## src/pkg/nvb_pkg.sv

```systemverilog
// shared constants for the host-side controller of a battery-free
// nonvolatile-backed byte-wide static memory; clock assumed 20 MHz here
package nvb_pkg;
  localparam int ADDR_W = 15;
  localparam int DATA_W = 8;
  // clock is 20 MHz, 50 ns period
  localparam int CLK_PERIOD_NS = 50;
  // access phase times in ns, as the controller chooses them
  localparam int SETUP_NS = 50;
  // five strobe cycles so read data clears the pin filter before capture
  localparam int STROBE_NS = 250;
  localparam int HOLD_NS = 50;
  // least times round up to whole cycles, none below one
  localparam int SETUP_CYC = (SETUP_NS + CLK_PERIOD_NS - 1) / CLK_PERIOD_NS;
  localparam int STROBE_CYC =
    (STROBE_NS + CLK_PERIOD_NS - 1) / CLK_PERIOD_NS;
  localparam int HOLD_CYC = (HOLD_NS + CLK_PERIOD_NS - 1) / CLK_PERIOD_NS;
  // save request pulse on the busy line, ns and cycles
  localparam int SAVE_PULSE_NS = 100;
  localparam int SAVE_PULSE_CYC =
    (SAVE_PULSE_NS + CLK_PERIOD_NS - 1) / CLK_PERIOD_NS;
  localparam int CNT_W = 4;
  // cycles a pin level needs to pass the three-flop filter
  localparam int SYNC_CYC = 4;
  // reset values of the pins
  localparam logic PIN_IDLE = 1'b1;
  localparam logic [DATA_W-1:0] DATA_RST = 8'h00;
  // controller states, one-hot
  typedef enum logic [5:0] {
    ST_IDLE = 6'b000001,
    ST_SETUP = 6'b000010,
    ST_STROBE = 6'b000100,
    ST_HOLD = 6'b001000,
    ST_SAVE = 6'b010000,
    ST_WAIT = 6'b100000
  } nvb_state_t;
endpackage : nvb_pkg

```

## src/rtl/nvb_host.sv

```systemverilog
// host controller driving a byte-wide nonvolatile-backed memory by pins
// assumes the busy line has an external pull-up and the bus is resolved
// by the bench from the enable signals
//
// What this block does
// - one 8-bit two-way bus carries data, device drives reads, host writes.
// - the host pulls the low-active select low to address the device.
// - address latches at select fall, and the write strobe writes the bus.
// - pulling the busy line low from outside starts a full save.
`timescale 1ns/10ps
`default_nettype none
module nvb_host (
  // clock and reset
  input wire logic I_CLOCK,
  input wire logic I_RST,
  // user request port
  input wire logic i_req,
  input wire logic i_wr,
  input wire logic [nvb_pkg::ADDR_W-1:0] i_addr,
  input wire logic [nvb_pkg::DATA_W-1:0] i_wdata,
  input wire logic i_save_req,
  output logic o_busy,
  output logic o_done,
  output logic [nvb_pkg::DATA_W-1:0] o_rdata,
  output logic o_dev_saving,
  // device pins
  output logic [nvb_pkg::ADDR_W-1:0] O_BYTE_ADDR_IN,
  output logic O_SEL_N,
  output logic O_WR_N,
  output logic O_OE_N,
  input wire logic [nvb_pkg::DATA_W-1:0] I_BYTE_BUS_IO,
  output logic [nvb_pkg::DATA_W-1:0] O_BYTE_BUS_IO,
  output logic O_BYTE_BUS_IO_EN_N,
  input wire logic I_SAVE_BUSY_LINE,
  output logic O_SAVE_BUSY_LINE,
  output logic O_SAVE_BUSY_LINE_EN_N
);
  import nvb_pkg::*;
  nvb_state_t st_q, st_d;
  logic [CNT_W-1:0] cnt_q, cnt_d;
  logic wr_q, wr_d;
  logic [ADDR_W-1:0] addr_q, addr_d;
  logic [DATA_W-1:0] wdat_q, wdat_d, rdat_q, rdat_d;
  logic sel_n_q, sel_n_d, wr_n_q, wr_n_d, oe_n_q, oe_n_d;
  logic den_n_q, den_n_d, sen_n_q, sen_n_d;
  logic busy_q, busy_d, done_q, done_d, saving_q, saving_d;
  logic bus_lvl [DATA_W];
  logic [DATA_W-1:0] bus_in;
  logic line_lvl;

  // read data bits synchronised one by one, so no single bit settles wrong
  genvar g;
  generate
    for (g = 0; g < DATA_W; g++) begin : g_bus
      nvb_sync u_sync (
        .i_clk(I_CLOCK),
        .i_rst(I_RST),
        .i_pin(I_BYTE_BUS_IO[g]),
        .o_level(bus_lvl[g])
      );
      assign bus_in[g] = bus_lvl[g];
    end
  endgenerate

  // busy line level; an open line reads high by the external pull-up
  nvb_sync u_line (
    .i_clk(I_CLOCK),
    .i_rst(I_RST),
    .i_pin(I_SAVE_BUSY_LINE),
    .o_level(line_lvl)
  );

  // next state of the access sequencer
  always_comb begin
    st_d = st_q;
    cnt_d = cnt_q;
    wr_d = wr_q;
    addr_d = addr_q;
    wdat_d = wdat_q;
    rdat_d = rdat_q;
    sel_n_d = sel_n_q;
    wr_n_d = wr_n_q;
    oe_n_d = oe_n_q;
    den_n_d = den_n_q;
    sen_n_d = sen_n_q;
    busy_d = busy_q;
    done_d = 1'b0;
    saving_d = ~line_lvl;
    case (st_q)
      ST_IDLE: begin
        // device saving or restoring: hold off, it serves nothing then
        if (i_save_req && line_lvl) begin
          sen_n_d = 1'b0;
          cnt_d = CNT_W'(SAVE_PULSE_CYC - 1);
          busy_d = 1'b1;
          st_d = ST_SAVE;
        end else if (i_req && line_lvl) begin
          wr_d = i_wr;
          addr_d = i_addr;
          wdat_d = i_wdata;
          busy_d = 1'b1;
          cnt_d = CNT_W'(SETUP_CYC - 1);
          st_d = ST_SETUP;
        end
      end
      ST_SETUP: begin
        // address is stable before select falls, so the latch sees it
        if (cnt_q == '0) begin
          sel_n_d = 1'b0;
          if (wr_q) begin
            wr_n_d = 1'b0;
            den_n_d = 1'b0;
          end else begin
            oe_n_d = 1'b0;
          end
          cnt_d = CNT_W'(STROBE_CYC - 1);
          st_d = ST_STROBE;
        end else begin
          cnt_d = cnt_q - CNT_W'(1);
        end
      end
      ST_STROBE: begin
        if (cnt_q == '0) begin
          // sample after sync delay already covered by strobe width
          if (!wr_q)
            rdat_d = bus_in;
          wr_n_d = 1'b1;
          oe_n_d = 1'b1;
          sel_n_d = 1'b1;
          cnt_d = CNT_W'(HOLD_CYC - 1);
          st_d = ST_HOLD;
        end else begin
          cnt_d = cnt_q - CNT_W'(1);
        end
      end
      ST_HOLD: begin
        // keep write data a while past the strobe rise
        if (cnt_q == '0) begin
          den_n_d = 1'b1;
          busy_d = 1'b0;
          done_d = 1'b1;
          st_d = ST_IDLE;
        end else begin
          cnt_d = cnt_q - CNT_W'(1);
        end
      end
      ST_SAVE: begin
        if (cnt_q == '0) begin
          sen_n_d = 1'b1;
          cnt_d = CNT_W'(SYNC_CYC);
          st_d = ST_WAIT;
        end else begin
          cnt_d = cnt_q - CNT_W'(1);
        end
      end
      ST_WAIT: begin
        // wait for the device's own drive to end the save; the filter
        // lags the pin, so an early look would see the line still high
        if (cnt_q != '0) begin
          cnt_d = cnt_q - CNT_W'(1);
        end else if (line_lvl && sen_n_q) begin
          busy_d = 1'b0;
          done_d = 1'b1;
          st_d = ST_IDLE;
        end
      end
      default: begin
        st_d = ST_IDLE;
      end
    endcase
  end

  // registers of the sequencer and the pins
  always_ff @(posedge I_CLOCK or posedge I_RST) begin
    if (I_RST) begin
      st_q <= ST_IDLE;
      cnt_q <= '0;
      wr_q <= 1'b0;
      addr_q <= '0;
      wdat_q <= DATA_RST;
      rdat_q <= DATA_RST;
      sel_n_q <= PIN_IDLE;
      wr_n_q <= PIN_IDLE;
      oe_n_q <= PIN_IDLE;
      den_n_q <= PIN_IDLE;
      sen_n_q <= PIN_IDLE;
      busy_q <= 1'b0;
      done_q <= 1'b0;
      saving_q <= 1'b0;
    end else begin
      st_q <= st_d;
      cnt_q <= cnt_d;
      wr_q <= wr_d;
      addr_q <= addr_d;
      wdat_q <= wdat_d;
      rdat_q <= rdat_d;
      sel_n_q <= sel_n_d;
      wr_n_q <= wr_n_d;
      oe_n_q <= oe_n_d;
      den_n_q <= den_n_d;
      sen_n_q <= sen_n_d;
      busy_q <= busy_d;
      done_q <= done_d;
      saving_q <= saving_d;
    end
  end

  // outputs straight from flops; busy line only ever driven low
  assign O_BYTE_ADDR_IN = addr_q;
  assign O_SEL_N = sel_n_q;
  assign O_WR_N = wr_n_q;
  assign O_OE_N = oe_n_q;
  assign O_BYTE_BUS_IO = wdat_q;
  assign O_BYTE_BUS_IO_EN_N = den_n_q;
  assign O_SAVE_BUSY_LINE = 1'b0;
  assign O_SAVE_BUSY_LINE_EN_N = sen_n_q;
  assign o_busy = busy_q;
  assign o_done = done_q;
  assign o_rdata = rdat_q;
  assign o_dev_saving = saving_q;

  // checks on the pins the host drives
  chk_bus_vs_oe: assert property (@(posedge I_CLOCK) disable iff (I_RST)
    !den_n_q |-> oe_n_q) else $error("host drives bus with oe low");
  chk_strobe_sel: assert property (@(posedge I_CLOCK) disable iff (I_RST)
    (!wr_n_q || !oe_n_q) |-> !sel_n_q)
    else $error("strobe without select");
  chk_wr_data: assert property (@(posedge I_CLOCK) disable iff (I_RST)
    $fell(wr_n_q) |-> !den_n_q [*2])
    else $error("write data not held under strobe");
  chk_sel_len: assert property (@(posedge I_CLOCK) disable iff (I_RST)
    $fell(sel_n_q) |-> !sel_n_q [*5] ##1 sel_n_q)
    else $error("select width wrong");
  chk_addr_hold: assert property (@(posedge I_CLOCK) disable iff (I_RST)
    !sel_n_q |-> $stable(addr_q)) else $error("address moved");
  chk_save_pulse: assert property (@(posedge I_CLOCK) disable iff (I_RST)
    $fell(sen_n_q) |-> !sen_n_q [*2] ##1 sen_n_q)
    else $error("save pulse width wrong");
  chk_oe_off: assert property (@(posedge I_CLOCK) disable iff (I_RST)
    $fell(oe_n_q) |-> ##5 oe_n_q) else $error("oe not released");
  chk_idle_save: assert property (@(posedge I_CLOCK) disable iff (I_RST)
    !line_lvl && st_q == ST_IDLE |=> sel_n_q)
    else $error("access while device saving");
endmodule // nvb_host
`default_nettype wire

```

## src/rtl/nvb_sync.sv

```systemverilog
// three-flop synchroniser for one pin level
// assumes the pin is asynchronous to the clock
`timescale 1ns/10ps
`default_nettype none
module nvb_sync (
  // clock and reset
  input wire logic i_clk,
  input wire logic i_rst,
  // pin in, settled level out
  input wire logic i_pin,
  output logic o_level
);
  import nvb_pkg::*;
  logic [2:0] sr_q;
  logic [2:0] sr_d;
  logic lvl_q;
  logic lvl_d;
  // shift; change only counts once stages two and three agree
  always_comb begin
    sr_d = {sr_q[1:0], i_pin};
    lvl_d = (sr_q[1] == sr_q[2]) ? sr_q[2] : lvl_q;
  end
  always_ff @(posedge i_clk or posedge i_rst) begin
    if (i_rst) begin
      sr_q <= {3{PIN_IDLE}};
      lvl_q <= PIN_IDLE;
    end else begin
      sr_q <= sr_d;
      lvl_q <= lvl_d;
    end
  end
  assign o_level = lvl_q;
endmodule // nvb_sync
`default_nettype wire

```

## config.mk

```make
export PLATFORM = sky130hd
export DESIGN_NAME = nvb_host
export DESIGN_NICKNAME = d
export VERILOG_FILES = /design/src/pkg/nvb_pkg.sv /design/src/rtl/nvb_host.sv /design/src/rtl/nvb_sync.sv
export SDC_FILE = /design/constraint.sdc
export NUM_CORES = 1
export LEC_CHECK = 0
export ABC_AREA = 1
export BUFFER_PORTS_ARGS = -buffer_cell sky130_fd_sc_hd__buf_2
export CORE_AREA = 2 2 84 146
export DETAILED_ROUTE_END_ITERATION = 7
export DIE_AREA = 0 0 86 148
export PLACE_DENSITY = 0.61
export SYNTH_ARGS = -nofsm -noshare
export SYNTH_HDL_FRONTEND = slang
export SYNTH_SLANG_ARGS = --single-unit
```

## constraint.sdc

```tcl
create_clock -name I_CLOCK -period 3.2 [get_ports I_CLOCK]
set_input_delay 0.32 -clock I_CLOCK [delete_from_list [all_inputs] [get_ports I_CLOCK]]
set_output_delay 0.32 -clock I_CLOCK [all_outputs]
set_load 0.005 [all_outputs]
```

Word-level counts from Yosys, hierarchy flattened
Cells that the tools add are included.
Widths: inputs -> output; s select.

word-level totals
  register bits = 86
  memories kept = 0
  bits in read-only memories = 0
  word-level logic and storage cells = 121
  output and inout port bits = 40
  bits of input ports = 37
  bits in writable memories = 0
  latch bits = 0

cells by class
  mux-type cells = 37
  divide/modulo/power cells = 0
  bitwise logic cells = 3
  reduce and logical (&&, ||, !) cells = 21
  multipliers = 0
  shift-type cells = 0
  add/sub/neg operators = 1
  equality and inequality tests = 27
  magnitude comparators = 0

operator list
  kind                 count
  $mux 6               8
  $pmux 6 s6           1
  $mux 4               6
  $ne 2x2->1 const B   11
  $pmux 4 s5           1
  $reduce_and 4->1     4
  $mux 1               14
  $pmux 1 s2           6
  $reduce_and 3->1     4
  $eq 1x1->1           9
  $reduce_and 7->1     1
  $eq 6x1->1 const B   1
  $eq 6x2->1 const B   1
  $eq 6x3->1 const B   1
  $eq 6x4->1 const B   1
  $eq 6x5->1 const B   1
  $eq 6x6->1 const B   1
  $reduce_bool 2->1    3
  $reduce_and 5->1     1
  $reduce_bool 5->1    1
  $logic_not 4->1      1
  $reduce_bool 4->1    1
  $sub 4x1->4 const B  1
  $logic_and 1x1->1    3
  other kinds (5)      7

Longest topological paths before layout
Gate-level depths: netlist (run 1).

  depth after elaboration = 4
  mapped depth = 12
  mapped depth without buffers = 11

Hierarchy
From an unflattened synthesis (run 1), not the netlist that was laid out.

unflattened totals
  cell total of the unflattened synthesis = 353
  area, all modules = 3473.3 um^2

modules (own cells, without submodules)
  module    cells each  instances  sequential area each (um^2)  area an instance (um^2)
  nvb_host  272         1          1258.7                       2347.3
  nvb_sync  9           9          105.1                        125.1

Worst setup path after synthesis (run 1)
Ideal clock, no wire load.

  path type = flip-flop to flip-flop
  start point = register cnt_q[0]
  end point = register st_q[1]
  required time = 3135 ps
  data arrival time = 1443 ps
  buffers on the path = 1
  path slack = 1692 ps
  period minus slack after synthesis = 1508 ps
  setup time = 65 ps
  cell stages (with the launch flop) = 10
  path through = dfrtp_1 -> inv_1 -> ha_1 -> nand3_1 -> inv_1 -> buf_2 -> a21oi_1 -> a21oi_1 -> nand3_1 -> nand2_1

on the way
  word-level cells in the longest chain between the ends = 3
  elaborated cells on any way between the ends = 8
  those cells by class = 5 x eq/ne; 3 x reduce/logical

ends and longest elaborated chain
  element                                               line             source
  from (decl)                                           nvb_host.sv:40   logic [CNT_W-1:0] cnt_q, cnt_d;
  from (signal assigned)                                nvb_host.sv:192  cnt_q <= cnt_d;
  $reduce_bool 4->1 or $logic_not 4->1 (tied branches)  n/a
  $ne 2x2->1 (no source line)                           n/a
  $reduce_and 7->1 (no source line) (*)                 n/a
  to (signal assigned)                                  nvb_host.sv:191  st_q <= st_d;
  to (decl)                                             nvb_host.sv:39   nvb_state_t st_q, st_d;

Mark *: on every way between the ends. The rest lies on a longest branch, timed or not.
A chain may end at the register's enable or synchronous reset.

Worst setup path in the final report (run 1)
  start point = register st_q[4]
  end point = register addr_q[11] (netlist: O_BYTE_ADDR_IN[11])

on the way
  word-level cells in the longest chain between the ends = 2

ends and longest elaborated chain
  element                            line             source
  $eq 6x1->1                         nvb_host.sv:89   case (st_q)
  $reduce_and 3->1 (no source line)  n/a
  to (signal assigned)               nvb_host.sv:194  addr_q <= addr_d;
  to (decl)                          nvb_host.sv:42   logic [ADDR_W-1:0] addr_q, addr_d;

Every way passes these cells.

==> flow_metrics.py, run 1 <==
metrics = {
    "hold_path": {
        "hold_class": "input pin to flop",
    },
    "timing": {
        "finalCritPeriodShare_pct": 69.1,
        "slew-limit-headroom_pct": 44.4,
        "skew_ns": 0.00736,
        "final_hold_viol_count": 0,
        "setup-violations-final": 0,
        "worst_pin_slew_ns": 0.833,
        "fin_setup_tns_ns": 0,
        "rsz0062_at_grt": "no",
        "max_freq_mhz": 452,
        "slew_viol_final": 0,
        "fin_crit_ns": 2.21,
    },
    "route": {
        "vias_per_cell": 4.31,
        "drt-pass1-iter-count": 4,
        "ant_nets": 0,
        "detail_route.iter0.violations": 164,
        "wl_per_cell_um": 11.8,
        "wl_um": 6600,
        "via_count": 2403,
        "drcViolationCount": 0,
    },
    "power": {
        "leakagePower_nw": 2.19,
        "total_power_mw": 3.75,
        "powerDensity_nw_per_um2": 891,
        "ir_worst_vdd_v": 0.000411,
    },
    "critical_path": {
        "critPathMaxFanout": 48,
        "cp.arrival_ns": 2.44,
        "cp.required_ns": 3.43,
        "startpoint_type": "flop",
        "critical_path_class": "flop to flop",
        "cp-end-kind": "flop",
    },
    "placement": {
        "place_congestion": 0.892,
        "io_buffers": 75,
        "dp_hpwl_um": 4920,
    },
    "clocking": {
        "cts_made_buffers": 9,
        "clock_tree.root_cell": "clkbuf_16",
        "clkLatencyLatePin_ns": 0.34,
        "clk_pin_slew_ns": 0.07,
        "cts_tree": "done",
        "htreeDepth": 3,
        "post-cts-setup-buffers": 0,
        "cts_buffer_depth": 2,
        "cts_hold_repair.buffers": 1,
        "cts_resized": 0,
        "clock_sinks": 86,
    },
    "floorplanning": {
        "io_pins": 77,
        "die_area_um2": 12700,
        "die_h_um": 148,
        "dieWidth_um": 86,
        "start_util_pct": 29.5,
        "core_um2": 11500,
        "placementRows": 52,
    },
    "global_routing": {
        "use_met1_pct": 12.4,
        "overflow": 0,
        "met3_usage_pct": 3.13,
        "grt_max_degree": 49,
        "track_usage_pct": 11.0,
        "grt_pass1_wl_um": 11000,
        "grt_pass1_vias": 2351,
        "antenna_found_initial": 0,
        "gr-max-usage-layer": "met2",
        "grt_use_met2_pct": 18.6,
    },
    "synthesis": {
        "syn-num-nets": 375,
        "ys_ff_latch": 86,
        "yosys_warnings": 0,
        "avgSynthCellArea_um2": 10.1,
        "syn_area_um2": 3400,
        "ys_types": 27,
        "synth.yosys.seq_area_share_pct": 64.9,
        "syn-instance-count": 336,
    },
    "layout": {
        "layout_common_cells": "88 x nand2_1, 75 x buf_2, 44 x dfrtp_1, 44 x inv_1, 42 x dfstp_2",
        "area_growth_pct": 23.8,
        "final_layout_size_suffix_gt1_share_pct": 35.5,
        "diodes": 0,
        "fillers": 1160,
        "num-nets-final": 456,
        "layout_commonest_cell": "nand2_1",
    },
    "run_status": {
        "status": "complete, no violations",
    },
    "run": {
        "cap_violations": 0,
    },
}
==> state kept, by name, indices dropped and copies added, names as in the netlist, 3 cells and up <==
signal,cells
cnt_q,4
O_BYTE_ADDR_IN,15
o_rdata,8
g_bus.u_sync.sr_q,24
st_q,6
u_line.sr_q,3
g_bus.u_sync.o_level,8
O_BYTE_BUS_IO,8
==> Yosys cell counts <==
cell type | number | area, um^2
a21oi_1 | 7 | 35.0
buf_2 | 3 | 15.0
buf_4 | 1 | 7.51
buf_6 | 3 | 33.8
clkbuf_1 | 2 | 7.51
conb_1 | 1 | 3.75
dfrtp_1 | 44 | 1100
dfstp_2 | 42 | 1100
ha_1 | 2 | 25.0
inv_1 | 45 | 169
inv_2 | 1 | 3.75
maj3_1 | 9 | 90.1
nand2_1 | 88 | 330
nand2_2 | 1 | 6.26
nand3_1 | 26 | 130
nand3_2 | 1 | 10.0
nand4_1 | 1 | 6.26
nor2_1 | 16 | 60.1
nor2_2 | 3 | 18.8
nor2_4 | 2 | 22.5
nor3_1 | 1 | 5.00
o21ai_0 | 13 | 65.1
o21ai_1 | 16 | 80.1
o21ai_2 | 5 | 43.8
o21bai_1 | 1 | 7.51
o22ai_1 | 1 | 6.26
xor2_1 | 1 | 8.76
==> worst max-delay path, stage by stage (launching register included) <==
cell     delay (ns)
dfrtp_1        0.40
nor2_2         0.21
nand2_2        0.09
nor2_4         0.14
inv_2          0.08
nor2_4         0.11
nand3_2        0.64
o21ai_0        0.42
==> cell type report <==
| cell class | instances | area [um^2] | area share (%) |
|---|---|---|---|
| Clock buffer | 9 | 225 | 5.36 |
| Sequential cell | 86 | 2200 | 52.4 |
| Clock inverter | 7 | 68.8 | 1.64 |
| Multi-Input combinational cell | 195 | 955 | 22.7 |
| Timing Repair Buffer | 79 | 408 | 9.70 |
| Tap cell | 135 | 169 | 4.02 |
| Inverter | 46 | 174 | 4.14 |
==> routing by layer <==
layer | up-vias | routed length [um]
met2 | 73 | 3450
met1 | 1102 | 2630
li1 | 1218 | -
met5 | - | 0
met4 | 0 | 194
met3 | 10 | 321
==> where the power goes <==
group	internal, mW	switching [mW]
Combinational	0.436	0.727
Sequential	1.40	0.164
Clock	0.553	0.464
Total	2.39	1.36
==> stage by stage <==
step	instance area, um^2	worst slack (ns)	util [%]	instances	hold WS, ns
floorplan	3400	0.728	-	336	0.324
global placement	3900	1.11	33.9	540	0.346
detailed placement	3900	0.980	33.9	540	0.347
CTS	4200	0.952	36.5	557	0.0566
global route	4200	0.640	36.5	557	0.0575
finish	4200	0.987	36.5	557	0.0745
==> path summary, 6_finish.rpt <==
check                      cells past startpoint  slack [ns]                     from                       to
min                                            1        0.07         I_BYTE_BUS_IO[4]  g_bus[4].u_sync.sr_q[0]
min in group asynchronous                      3        0.53                    I_RST               o_rdata[1]
min reg2reg                                    0        0.35  g_bus[1].u_sync.sr_q[0]  g_bus[1].u_sync.sr_q[1]
max reg2reg                                    7        0.99                  st_q[4]       O_BYTE_ADDR_IN[11]
max in group asynchronous                      4        1.86                    I_RST           u_line.sr_q[1]
max                                            7        0.99                  st_q[4]       O_BYTE_ADDR_IN[11]
==> logic make-up (layout without fill, tap and decap cells) <==
logic type	count (synthesis)	after routing	synth area share [%]
other	1	1	0.110
flip-flops	86	86	64.9
adder cells (fa/ha/maj)	11	11	3.39
XOR/XNOR	1	1	0.258
AND/OR/NAND/NOR	139	139	17.4
AO/OA/AOI/OAI	43	43	7.00
buffers and inverters	55	141	6.96
No activity file was read; power rests on OpenSTA's default activity.
==> run 2: changes to the inputs <==
--- a/config.mk
+++ b/config.mk
@@ -10,7 +10,7 @@
 export CORE_AREA = 2 2 84 146
 export DETAILED_ROUTE_END_ITERATION = 7
 export DIE_AREA = 0 0 86 148
-export PLACE_DENSITY = 0.61
+export PLACE_DENSITY = 0.62
 export SYNTH_ARGS = -nofsm -noshare
 export SYNTH_HDL_FRONTEND = slang
 export SYNTH_SLANG_ARGS = --single-unit
==> constraint.sdc (replaced) <==
create_clock -name I_CLOCK -period 1.85 [get_ports I_CLOCK]
set_input_delay 0.185 -clock I_CLOCK [delete_from_list [all_inputs] [get_ports I_CLOCK]]
set_output_delay 0.185 -clock I_CLOCK [all_outputs]
set_load 0.005 [all_outputs]
==> run 2 against run 1 <==
  * Sequential cell count is the same
  * Sequential share of layout area shrank 2.7 points
  * Worst hold slack better by 0.0093 ns
  * Largest cell class unchanged
==> flow_metrics.py, run 2 (synthesis gave the netlist of run 1 again) <==
metrics = {
    "run_status": {
        "status": "complete, no violations",
    },
    "timing": {
        "rsz0062_at_grt": "no",
        "max_freq_mhz": 607,
        "worst_pin_slew_ns": 0.631,
        "slew_viol_final": 0,
        "final_hold_viol_count": 0,
        "fin_setup_tns_ns": 0,
        "fin_crit_ns": 1.65,
        "skew_ns": 0.00578,
        "slew-limit-headroom_pct": 57.9,
        "setup-violations-final": 0,
        "finalCritPeriodShare_pct": 89.0,
    },
    "hold_path": {
        "min_path_cells": 3,
        "hold_start": "i_wdata[2]",
        "hold_path_end": "O_BYTE_BUS_IO[2]",
        "hold_class": "input pin to flop",
    },
    "global_routing": {
        "grt_pass1_vias": 2465,
        "overflow": 0,
        "track_usage_pct": 11.4,
        "grt_pass1_wl_um": 11500,
        "grt_max_degree": 49,
        "antenna_found_initial": 0,
    },
    "critical_path": {
        "cp.arrival_ns": 1.92,
        "cpPeakStageDelay_ns": 0.40,
        "crit_slowest_cell": "dfrtp_1",
        "critical_path_class": "flop to flop",
        "crit_buf_inv": 1,
        "cp.required_ns": 2.12,
        "r2r_start": "st_q[4]",
        "crit_chain": "nor2_2 > nand3_2 > nand2_1 > inv_1 > nand2_1 > nor2_1 > nor2_1 > nand2_1 > nand2_1",
        "rr_worst_depth": 9,
        "startpoint_type": "flop",
        "worstReg2RegEnd": "cnt_q[0]",
        "critPathMostFrequentCell": "nand2_1",
        "cp-end-kind": "flop",
        "cpLargestDelayFamily": "simple AND/OR/NAND/NOR gates",
        "r2r_slack_ns": 0.20,
        "critPathMaxFanout": 4,
    },
    "run": {
        "cap_violations": 0,
    },
    "placement": {
        "io_buffers": 75,
        "place_congestion": 0.980,
        "dp_hpwl_um": 4970,
        "post-place-cells": 545,
    },
    "clocking": {
        "post-cts-setup-buffers": 0,
        "clock_sinks": 86,
        "clk_pin_slew_ns": 0.06,
        "cts_buffer_depth": 2,
        "clock_tree.root_cell": "clkbuf_16",
        "clkLatencyLatePin_ns": 0.33,
        "cts_made_buffers": 9,
        "htreeDepth": 3,
        "cts_tree": "done",
    },
    "route": {
        "detail_route.iter0.violations": 113,
        "wl_per_cell_um": 11.9,
        "drcViolationCount": 0,
        "drt-pass1-iter-count": 4,
        "ant_nets": 0,
        "via_count": 2501,
        "wl_um": 6800,
        "vias_per_cell": 4.38,
    },
    "floorplanning": {
        "die_area_um2": 12700,
        "io_pins": 77,
        "die_h_um": 148,
        "placementRows": 52,
        "start_util_pct": 29.5,
        "core_um2": 11500,
        "dieWidth_um": 86,
    },
    "layout": {
        "diodes": 0,
        "largest_reg_flops": 24,
        "top_register": "g_bus.u_sync.sr_q",
        "area_growth_pct": 30.4,
        "num-nets-final": 470,
        "layout_commonest_cell": "nand2_1",
        "layout_common_cells": "87 x nand2_1, 75 x buf_2, 44 x dfrtp_1, 43 x inv_1, 42 x dfstp_2",
        "final_layout_size_suffix_gt1_share_pct": 36.5,
        "stdcell_count": 571,
    },
    "power": {
        "total_power_mw": 6.89,
        "leakagePower_nw": 2.28,
        "ir_worst_vdd_v": 0.000690,
        "powerDensity_nw_per_um2": 1560,
    },
}
run 2: cell type report:
type,count,area (um^2)
repair buffers,93,564
multi-input cells,195,965
well taps,135,169
flip-flops and latches,86,2200
fillers,1106,7090
clock buffers,11,264
inverters,46,176
clock inverters,5,86.3
run 2: worst max-delay path by stage:
stage,cells past startpoint,endpoint,start,slack [ns]
2_1_floorplan,9,st_q[1],cnt_q[0],0.34
3_3_place_gp,9,cnt_q[3],st_q[4],0.18
3_5_place_dp,9,cnt_q[2],st_q[0],0.1
4_1_cts,9,cnt_q[2],st_q[0],0.08
5_1_grt,9,cnt_q[2],st_q[4],0.04
6_report,9,cnt_q[0],st_q[4],0.20
run 2: stage by stage:
| stage | cell area (um^2) | worst slack, ns | util (%) | hold WS [ns] |
|---|---|---|---|---|
| floorplan | 3400 | 0.342 | - | 0.189 |
| detailed placement | 3970 | 0.0976 | 34.4 | 0.291 |
| finish | 4430 | 0.203 | 38.5 | 0.0838 |
| CTS | 4420 | 0.0823 | 38.3 | 0.0657 |
| global route | 4430 | 0.0388 | 38.5 | 0.0734 |
| global placement | 3970 | 0.181 | 34.4 | 0.291 |
run 2: worst register-to-register path, stage by stage, from the launching register on:
cell     delay [ns]
dfrtp_1        0.40
nor2_2         0.22
nand3_2        0.19
nand2_1        0.17
inv_1          0.08
nand2_1        0.13
nor2_1         0.06
nor2_1         0.19
nand2_1        0.09
nand2_1        0.06
run 2: timing repair:
item,in CTS,in global routing
endpoints found under the hold margin,15,0
gates resized for setup,0,6
hold buffers,10,0
setup endpoints to repair,0,26
run 2: power by group:
group / switching (mW) / internal [mW] / total, mW
Combinational: 1.32 / 0.831 / 2.15
Clock: 0.731 / 1.31 / 2.04
Sequential: 0.273 / 2.43 / 2.70
run 2: per-layer routing:
metal	share of wire (%)	GRT usage, %	wire, um	vias up
li1	-	-	-	1250
met1	40	13.2	2730	1162
met2	52	19.0	3550	77
met3	5.5	3.29	372	12
met4	2.3	5.79	155	0
met5	0	0	0	-
